===== src/pkg/prictl_pkg.sv =====
// Package of constants for the endpoint reset isolation controller.
`default_nettype none

package prictl_pkg;

    // ****************************************************************
    // Control port write sequence
    // ****************************************************************

    // Offset, values and strobe written to the isolator's control port, and its OKAY response.
    localparam logic [11:0] BLOCK_REG_ADDR   = 12'h008;
    localparam logic [31:0] BLOCK_ON_DATA    = 32'h0000_0001;
    localparam logic [31:0] BLOCK_OFF_DATA   = 32'h0000_0000;
    localparam logic [3:0]  FULL_STRB        = 4'hf;
    localparam logic [1:0]  RESP_OKAY        = 2'h0;

    // ****************************************************************
    // Clock and synchroniser
    // ****************************************************************

    localparam int          CLK_PERIOD_NS    = 20;
    localparam int          SYNC_STAGES      = 2;

    // Controller states.
    typedef enum logic [2:0] {
        PRICTL_PASS      = 3'h0,
        PRICTL_BLK_WRITE = 3'h1,
        PRICTL_BLK_RESP  = 3'h2,
        PRICTL_BLOCKED   = 3'h3,
        PRICTL_UNB_WRITE = 3'h4,
        PRICTL_UNB_RESP  = 3'h5
    } prictl_state_t;

endpackage

`default_nettype wire


===== src/logic/prictl_sync.sv =====
// Level synchroniser of STAGES flops (at least two) with an asynchronous reset value.
`default_nettype none

module prictl_sync #(
    parameter int   STAGES    = 2,
    parameter logic RESET_VAL = 1'b0
) (
    // Clock and reset.
    input  wire logic i_mclk,
    input  wire logic i_arst_n,
    // Level in and synchronised level out.
    input  wire logic i_level,
    output logic      o_level
);

    logic [STAGES-1:0] chain;

    // Refuse chains too short to resolve metastability.
    if (STAGES < 2) begin : g_bad_stages
        $error("prictl_sync needs at least two stages");
    end

    // Only the last stage is read outside this chain.
    always_ff @(posedge i_mclk or negedge i_arst_n) begin
        if (!i_arst_n) begin
            chain <= {STAGES{RESET_VAL}};
        end else begin
            chain <= {chain[STAGES-2:0], i_level};
        end
    end

    assign o_level = chain[STAGES-1];

endmodule // prictl_sync

`default_nettype wire


===== src/logic/prictl_top.sv =====
// Endpoint reset isolation controller driving an AXI-Lite isolator.
// ********************************************************************
// Notes on behaviour
// - Endpoint reset falling starts control-port writes that block the isolator.
// - Blocking is done by an AXI-Lite write, never by a level.
// - Endpoint reset rising starts control-port writes that unblock the isolator.
// - Unblocking is likewise done by an AXI-Lite write.
// - While blocked, downstream reset follows the upstream reset input.
// - Downstream reset is the reset of the user logic behind isolator.
// - Upstream reset is normally tied low, holding user logic in reset.
// - User logic may be reset only after the isolator is blocking; a controller reset on i_arst_n drives downstream reset low at once.
// - User logic reset derives from the endpoint's reset output.
// - Endpoint user clock stops in fundamental reset; it is not used.
// - Controller runs on a free-running fabric clock.
// ********************************************************************
`default_nettype none

module prictl_top (
    // Free-running fabric clock and reset.
    input  wire logic        i_mclk,
    input  wire logic        i_arst_n,
    // Endpoint reset and upstream reset.
    input  wire logic        i_endpoint_axi_reset_n,
    input  wire logic        i_up_reset_n,
    // Downstream reset and state.
    output logic             o_down_reset_n,
    output logic             o_blocked,
    output logic             o_resp_error,
    // AXI-Lite write address channel.
    output logic             o_awvalid,
    input  wire logic        i_awready,
    output logic [11:0]      o_awaddr,
    output logic [2:0]       o_awprot,
    // AXI-Lite write data channel.
    output logic             o_wvalid,
    input  wire logic        i_wready,
    output logic [31:0]      o_wdata,
    output logic [3:0]       o_wstrb,
    // AXI-Lite write response channel.
    input  wire logic        i_bvalid,
    output logic             o_bready,
    input  wire logic [1:0]  i_bresp,
    // AXI-Lite read channels, unused and held idle.
    output logic             o_arvalid,
    output logic [11:0]      o_araddr,
    output logic [2:0]       o_arprot,
    output logic             o_rready
);

    // ****************************************************************
    // Endpoint reset capture
    // ****************************************************************

    logic                   ep_rst_n;
    logic                   ep_rst_d;
    prictl_pkg::prictl_state_t state;

    // The endpoint reset comes from another domain, so it is synchronised
    // and only the synchronised copy is edge-detected.
    prictl_sync #(
        .STAGES    (prictl_pkg::SYNC_STAGES),
        .RESET_VAL (1'b0)
    ) u_ep_sync (
        .i_mclk   (i_mclk),
        .i_arst_n (i_arst_n),
        .i_level  (i_endpoint_axi_reset_n),
        .o_level  (ep_rst_n)
    );

    // Delayed copy for edge detection.
    always_ff @(posedge i_mclk or negedge i_arst_n) begin
        if (!i_arst_n) begin
            ep_rst_d <= 1'b0;
        end else begin
            ep_rst_d <= ep_rst_n;
        end
    end

    wire ep_fall = ep_rst_d & ~ep_rst_n;
    wire ep_rise = ~ep_rst_d & ep_rst_n;

    // ****************************************************************
    // Sequence state machine
    // ****************************************************************

    // Starts blocked after reset: the endpoint reset is taken as asserted
    // until seen high, so user logic never runs beside an unknown isolator.
    // The first unblock is therefore a write issued on the first rise.
    wire aw_done = o_awvalid & i_awready;
    wire w_done  = o_wvalid & i_wready;
    wire b_done  = o_bready & i_bvalid;
    wire aw_left = o_awvalid & ~i_awready;
    wire w_left  = o_wvalid & ~i_wready;

    always_ff @(posedge i_mclk or negedge i_arst_n) begin
        if (!i_arst_n) begin
            state <= prictl_pkg::PRICTL_BLOCKED;
        end else begin
            case (state)
                prictl_pkg::PRICTL_PASS: begin
                    // Level, not edge: a fall that lands during the unblock
                    // sequence must still end in a block.
                    if (!ep_rst_n) begin
                        state <= prictl_pkg::PRICTL_BLK_WRITE;
                    end
                end
                prictl_pkg::PRICTL_BLK_WRITE: begin
                    if (!aw_left && !w_left && (aw_done || w_done ||
                        (!o_awvalid && !o_wvalid))) begin
                        state <= prictl_pkg::PRICTL_BLK_RESP;
                    end
                end
                prictl_pkg::PRICTL_BLK_RESP: begin
                    if (b_done) begin
                        state <= prictl_pkg::PRICTL_BLOCKED;
                    end
                end
                prictl_pkg::PRICTL_BLOCKED: begin
                    if (ep_rise || (ep_rst_n && ep_rst_d)) begin
                        state <= prictl_pkg::PRICTL_UNB_WRITE;
                    end
                end
                prictl_pkg::PRICTL_UNB_WRITE: begin
                    if (!aw_left && !w_left && (aw_done || w_done ||
                        (!o_awvalid && !o_wvalid))) begin
                        state <= prictl_pkg::PRICTL_UNB_RESP;
                    end
                end
                prictl_pkg::PRICTL_UNB_RESP: begin
                    if (b_done) begin
                        state <= prictl_pkg::PRICTL_PASS;
                    end
                end
                default: begin
                    state <= prictl_pkg::PRICTL_BLOCKED;
                end
            endcase
        end
    end

    // ****************************************************************
    // AXI-Lite write channels
    // ****************************************************************

    wire start_blk = (state == prictl_pkg::PRICTL_PASS) & ~ep_rst_n;
    wire start_unb = (state == prictl_pkg::PRICTL_BLOCKED) & ep_rst_n;

    // Address and data are raised together and each drops on its own
    // handshake, so the slave may take them in either order.
    always_ff @(posedge i_mclk or negedge i_arst_n) begin
        if (!i_arst_n) begin
            o_awvalid <= 1'b0;
            o_wvalid  <= 1'b0;
            o_wdata   <= prictl_pkg::BLOCK_ON_DATA;
        end else if (start_blk || start_unb) begin
            o_awvalid <= 1'b1;
            o_wvalid  <= 1'b1;
            o_wdata   <= start_blk ? prictl_pkg::BLOCK_ON_DATA
                                   : prictl_pkg::BLOCK_OFF_DATA;
        end else begin
            if (aw_done) begin
                o_awvalid <= 1'b0;
            end
            if (w_done) begin
                o_wvalid <= 1'b0;
            end
        end
    end

    // Response is accepted in the state that waits for it.
    always_ff @(posedge i_mclk or negedge i_arst_n) begin
        if (!i_arst_n) begin
            o_bready <= 1'b0;
        end else begin
            o_bready <= ((state == prictl_pkg::PRICTL_BLK_RESP) ||
                         (state == prictl_pkg::PRICTL_UNB_RESP)) & ~b_done;
        end
    end

    // A non-OKAY answer is kept for inspection; the sequence still moves on
    // because retrying forever would hold the user logic hostage.
    always_ff @(posedge i_mclk or negedge i_arst_n) begin
        if (!i_arst_n) begin
            o_resp_error <= 1'b0;
        end else if (b_done) begin
            o_resp_error <= (i_bresp != prictl_pkg::RESP_OKAY);
        end
    end

    // Constant channel fields, still from flops.
    always_ff @(posedge i_mclk or negedge i_arst_n) begin
        if (!i_arst_n) begin
            o_awaddr  <= prictl_pkg::BLOCK_REG_ADDR;
            o_awprot  <= 3'h0;
            o_wstrb   <= prictl_pkg::FULL_STRB;
            o_arvalid <= 1'b0;
            o_araddr  <= 12'h000;
            o_arprot  <= 3'h0;
            o_rready  <= 1'b0;
        end else begin
            o_awaddr  <= prictl_pkg::BLOCK_REG_ADDR;
            o_awprot  <= 3'h0;
            o_wstrb   <= prictl_pkg::FULL_STRB;
            o_arvalid <= 1'b0;
            o_araddr  <= 12'h000;
            o_arprot  <= 3'h0;
            o_rready  <= 1'b0;
        end
    end

    // ****************************************************************
    // Downstream reset
    // ****************************************************************

    // Registered on the next state so it matches the state each cycle.
    // Pass-through applies only once the block write has been answered.
    logic blocked_next;
    assign blocked_next = (state == prictl_pkg::PRICTL_BLOCKED) ||
        (state == prictl_pkg::PRICTL_BLK_RESP && b_done) ||
        (state == prictl_pkg::PRICTL_UNB_WRITE) ||
        (state == prictl_pkg::PRICTL_UNB_RESP && !b_done);

    always_ff @(posedge i_mclk or negedge i_arst_n) begin
        if (!i_arst_n) begin
            o_blocked      <= 1'b1;
            o_down_reset_n <= 1'b0;
        end else begin
            o_blocked      <= blocked_next;
            o_down_reset_n <= blocked_next ? i_up_reset_n : 1'b1;
        end
    end
endmodule // prictl_top

`default_nettype wire


===== config.mk =====
export PLATFORM = sky130hd
export DESIGN_NAME = prictl_top
export DESIGN_NICKNAME = d
export VERILOG_FILES = /design/src/pkg/prictl_pkg.sv /design/src/logic/prictl_sync.sv /design/src/logic/prictl_top.sv
export SDC_FILE = /design/constraint.sdc
export NUM_CORES = 1
export LEC_CHECK = 0
export ABC_AREA = 1
export BUFFER_PORTS_ARGS = -buffer_cell sky130_fd_sc_hd__buf_2
export CAP_MARGIN = 20
export CORE_MARGIN = 5
export CORE_UTILIZATION = 37
export DETAILED_ROUTE_END_ITERATION = 10
export GPL_ROUTABILITY_DRIVEN = 0
export GPL_TIMING_DRIVEN = 0
export PLACE_DENSITY = 0.77
export RECOVER_POWER = 25
export SLEW_MARGIN = 25
export SYNTH_ARGS = -nofsm -noshare
export SYNTH_HDL_FRONTEND = slang
export SYNTH_SLANG_ARGS = --single-unit

===== constraint.sdc =====
create_clock -name i_mclk -period 1.27 [get_ports i_mclk]
set_input_delay 0.0635 -clock i_mclk [delete_from_list [all_inputs] [get_ports i_mclk]]
set_output_delay 0.0635 -clock i_mclk [all_outputs]
set_load 0.01 [all_outputs]

==> flow_summary.toml <==
[worst_setup_path]
arrival_ns = 1.45
critPathRequiredTime_ns = 1.44
ff2ff_path_depth = 8
crit_path_start_kind = "register"
critical_path.endpoint = "state[2]$_DFFE_PN0P_"
reg2reg_setup_slack_ns = -0.005
timing.rr.start = "state[0]$_DFFE_PN1P_"
crit_path_end_kind = "register"
worst_r2r_endpoint = "state[2]$_DFFE_PN0P_"
critical_path_peak_fanout = 5
cp_class = "register to register"
crit_start = "state[0]$_DFFE_PN1P_"

[sta]
rsz0062_at_grt = "yes"
post-route-worst-setup-slack_ns = -0.005190
timing.clock.skew_ns = 0.007608
slew_headroom = 0.5884
post-route-period-util = 1.004
timing.fmax_mhz = 784.2
timing.final.setup_violations = 2
maxSlewViolCount = 0
finalHoldViolCount = 0
final_period_minus_worst_setup_slack_ns = 1.275
worst_hold_slack_ns = 0.06786
tightest_slew_ns = 0.6174

[clocking]
cts-buffers-inserted = 3
clkTransAtPathRegs_ns = 0.08
worst_skew_pair_later_pin_latency_ns = 0.27
ctsLongestPathBuffers = 2
htreeDepth = 1
clock_sink_count = 12
clk_root_buffer_cell = "clkbuf_4"
tritoncts = "built"

[pwr]
power.total_mw = 2.712
proportion_of_total_power_due_to_net_switching = 0.4207
vdd.ir_drop.worst_uv = 572.1
internal-power_mw = 1.571
total_net_switching_power_mw = 1.141
comb_power_share = 0.632
clockPowerShare = 0.113
p_leak_nw = 1.058
power.density_cell_area_nw_per_um2 = 1600
p_seq_frac = 0.255

[yosys]
syn-instance-count = 143
synth_area_per_cell_um2 = 7.971
cell_with_the_most_instances_after_synthesis = "buf_4"
postSynthRegisterBits = 12
synth_warnings = 0
yosys.area.top_type = "buf_4"
postSynth.topFlopCell = "dfrtp_1"
synth.cells.most_frequent = "buf_4 (67), nand2_1 (25), dfrtp_1 (8), nand3_1 (8)"
synth_enable_flop_cells = 0
synth.yosys.seq_area_share = 0.2678
synth.top_cell.area_share = 0.4413
netlist_top_cells_area = "buf_4 (44%), dfrtp_1 (18%), dfstp_2 (9.2%)"
ffs_w_async_s_r_synth = 1.000
ys_types = 21
syn-cell-area_um2 = 1140

[flow_run]
timing.max_cap.violations = 0

[cells_and_area]
num_antenna_cells = 0
drive_above_1_share = 0.5021
share_of_the_core_filled_with_cells_in_the_final_layout = 0.5646
layout.cells.non_filler = 270
stdcell_area_um2 = 1695
area_delta_synth_final_pct = 48.74
design.final.nets = 247

[grt]
grt_overflow_total = 0
use_met2 = 0.1770
grt_antenna_before_repair = 0
grt_first_pass_wirelength_mm = 3.153
gr-usage-met3 = 0.01368
grt_max_usage_layer = "met2"
maximum_number_of_pins_on_one_net_before_global_route_repair = 13
gr-usage-all-layers = 0.09490
first_global_vias = 804
grt_util_met1 = 0.09705

[die]
die-height_um = 65.51
number_of_rows_in_the_core_area = 20
start_util = 0.3796
num_io_pins = 83
die_width_um = 65.51
fp.dieArea_um2 = 4291
design.core.area_um2 = 3003

[min_path]
hold_class = "primary input to register"

[detailed_routing]
drc = 0
postRouteAntennaNets = 0
routed_wirelength_mm = 2.110
firstDrtPassIters = 4
via_per_inst = 3.396
vias = 917
detail_route.iter0.violations = 33
routed_length_per_placed_instance_um = 7.815

[placed_design]
placed_area_um2 = 1500
post-place-cells = 256
portBuffers = 15
detailedPlacementHpwl_mm = 1.686

[outcome]
status = "finished with violations"
failing_checks = "negative setup slack"
[state kept, by name, summed over array words and instances (netlist names)]
register,cells
o_awvalid,1
o_blocked,1
o_bready,1
o_down_reset_n,1
o_resp_error,1
o_wdata,1
o_wvalid,1
state,3
u_ep_sync.chain,2
[worst min path at each step]
stage                     startpoint                  endpoint  depth (start not counted)
after floorplan             i_arst_n     o_awvalid$_DFFE_PN0P_                          0
after global placement      i_arst_n      o_wvalid$_DFFE_PN0P_                          1
after detailed placement    i_arst_n      o_wvalid$_DFFE_PN0P_                          1
after CTS                 i_bresp[0]  o_resp_error$_DFFE_PN0P_                          3
after global routing      i_bresp[0]  o_resp_error$_DFFE_PN0P_                          3
final                     i_bresp[0]  o_resp_error$_DFFE_PN0P_                          3
[metal layers]
metal	share of wire	vias up
met5	0	-
met4	0.015	0
met3	0.085	5
met2	0.51	50
met1	0.39	368
li1	-	494
[kinds of logic (layout without fill, tap and decap cells)]
logic type      Yosys count  after routing  share of synthesized area
simple gates             45             45                     0.1976
buf+inv                  77            106                     0.4874
compound gates            7              7                    0.04061
flops                    12             12                     0.2678
other cells               2             67                   0.006589
[cell type report]
class	count	area, um2
well taps	33	41.29
repair buffers	25	182.7
flip-flops and latches	12	306.5
fillers	267	1308
multi-input cells	119	563.0
inverters	8	32.53
clock buffers	4	36.28
plain buffers	69	533.0
[worst max-delay path, cell delays in order (launching register included)]
cell     delay, ns
dfstp_2       0.56
buf_8         0.14
nor2_8        0.04
nand2_2       0.07
nand2_2       0.06
nand2_4       0.09
nand3_2       0.09
nand2_1       0.07
nand2_1       0.05
[power by group through the flow]
stage	Clock [mW]	Combinational [mW]	Sequential, mW
finish	0.308	1.71	0.692
global route	0.335	1.87	0.717
CTS	0.314	1.62	0.681
detailed placement	0	1.32	0.665
global placement	0	1.30	0.663
floorplan	0	1.01	0.716
[per-stage QoR]
step	TNS [ns]	worst slack, ns
after floorplan	0	0.07876
after global placement	0	0.01226
after detailed placement	-0.004406	-0.004406
after CTS	-0.005047	-0.002596
after global routing	-0.2874	-0.09301
final	-0.01013	-0.005190
[placed cells by master (no fill, tap or decap), drive strengths merged, types with 4 or more instances in the layout]
cell and count:
buf 89, o21ai 5, nand3 10, inv 7, clkbuf 5, nor2 6
conb 67, dfrtp 8, dfstp 4, dlygate4sd3 4, nand2 28
[repair_timing]
action,in CTS,in global routing
hold buffers,4,0
buffers inserted,4,1
setup endpoints to repair,2,4
gates resized for setup,11,6
cloned,1,0
pin swaps,8,6
hold endpoints to repair,15,0
Note: power is estimated with default switching activity, not from simulation.
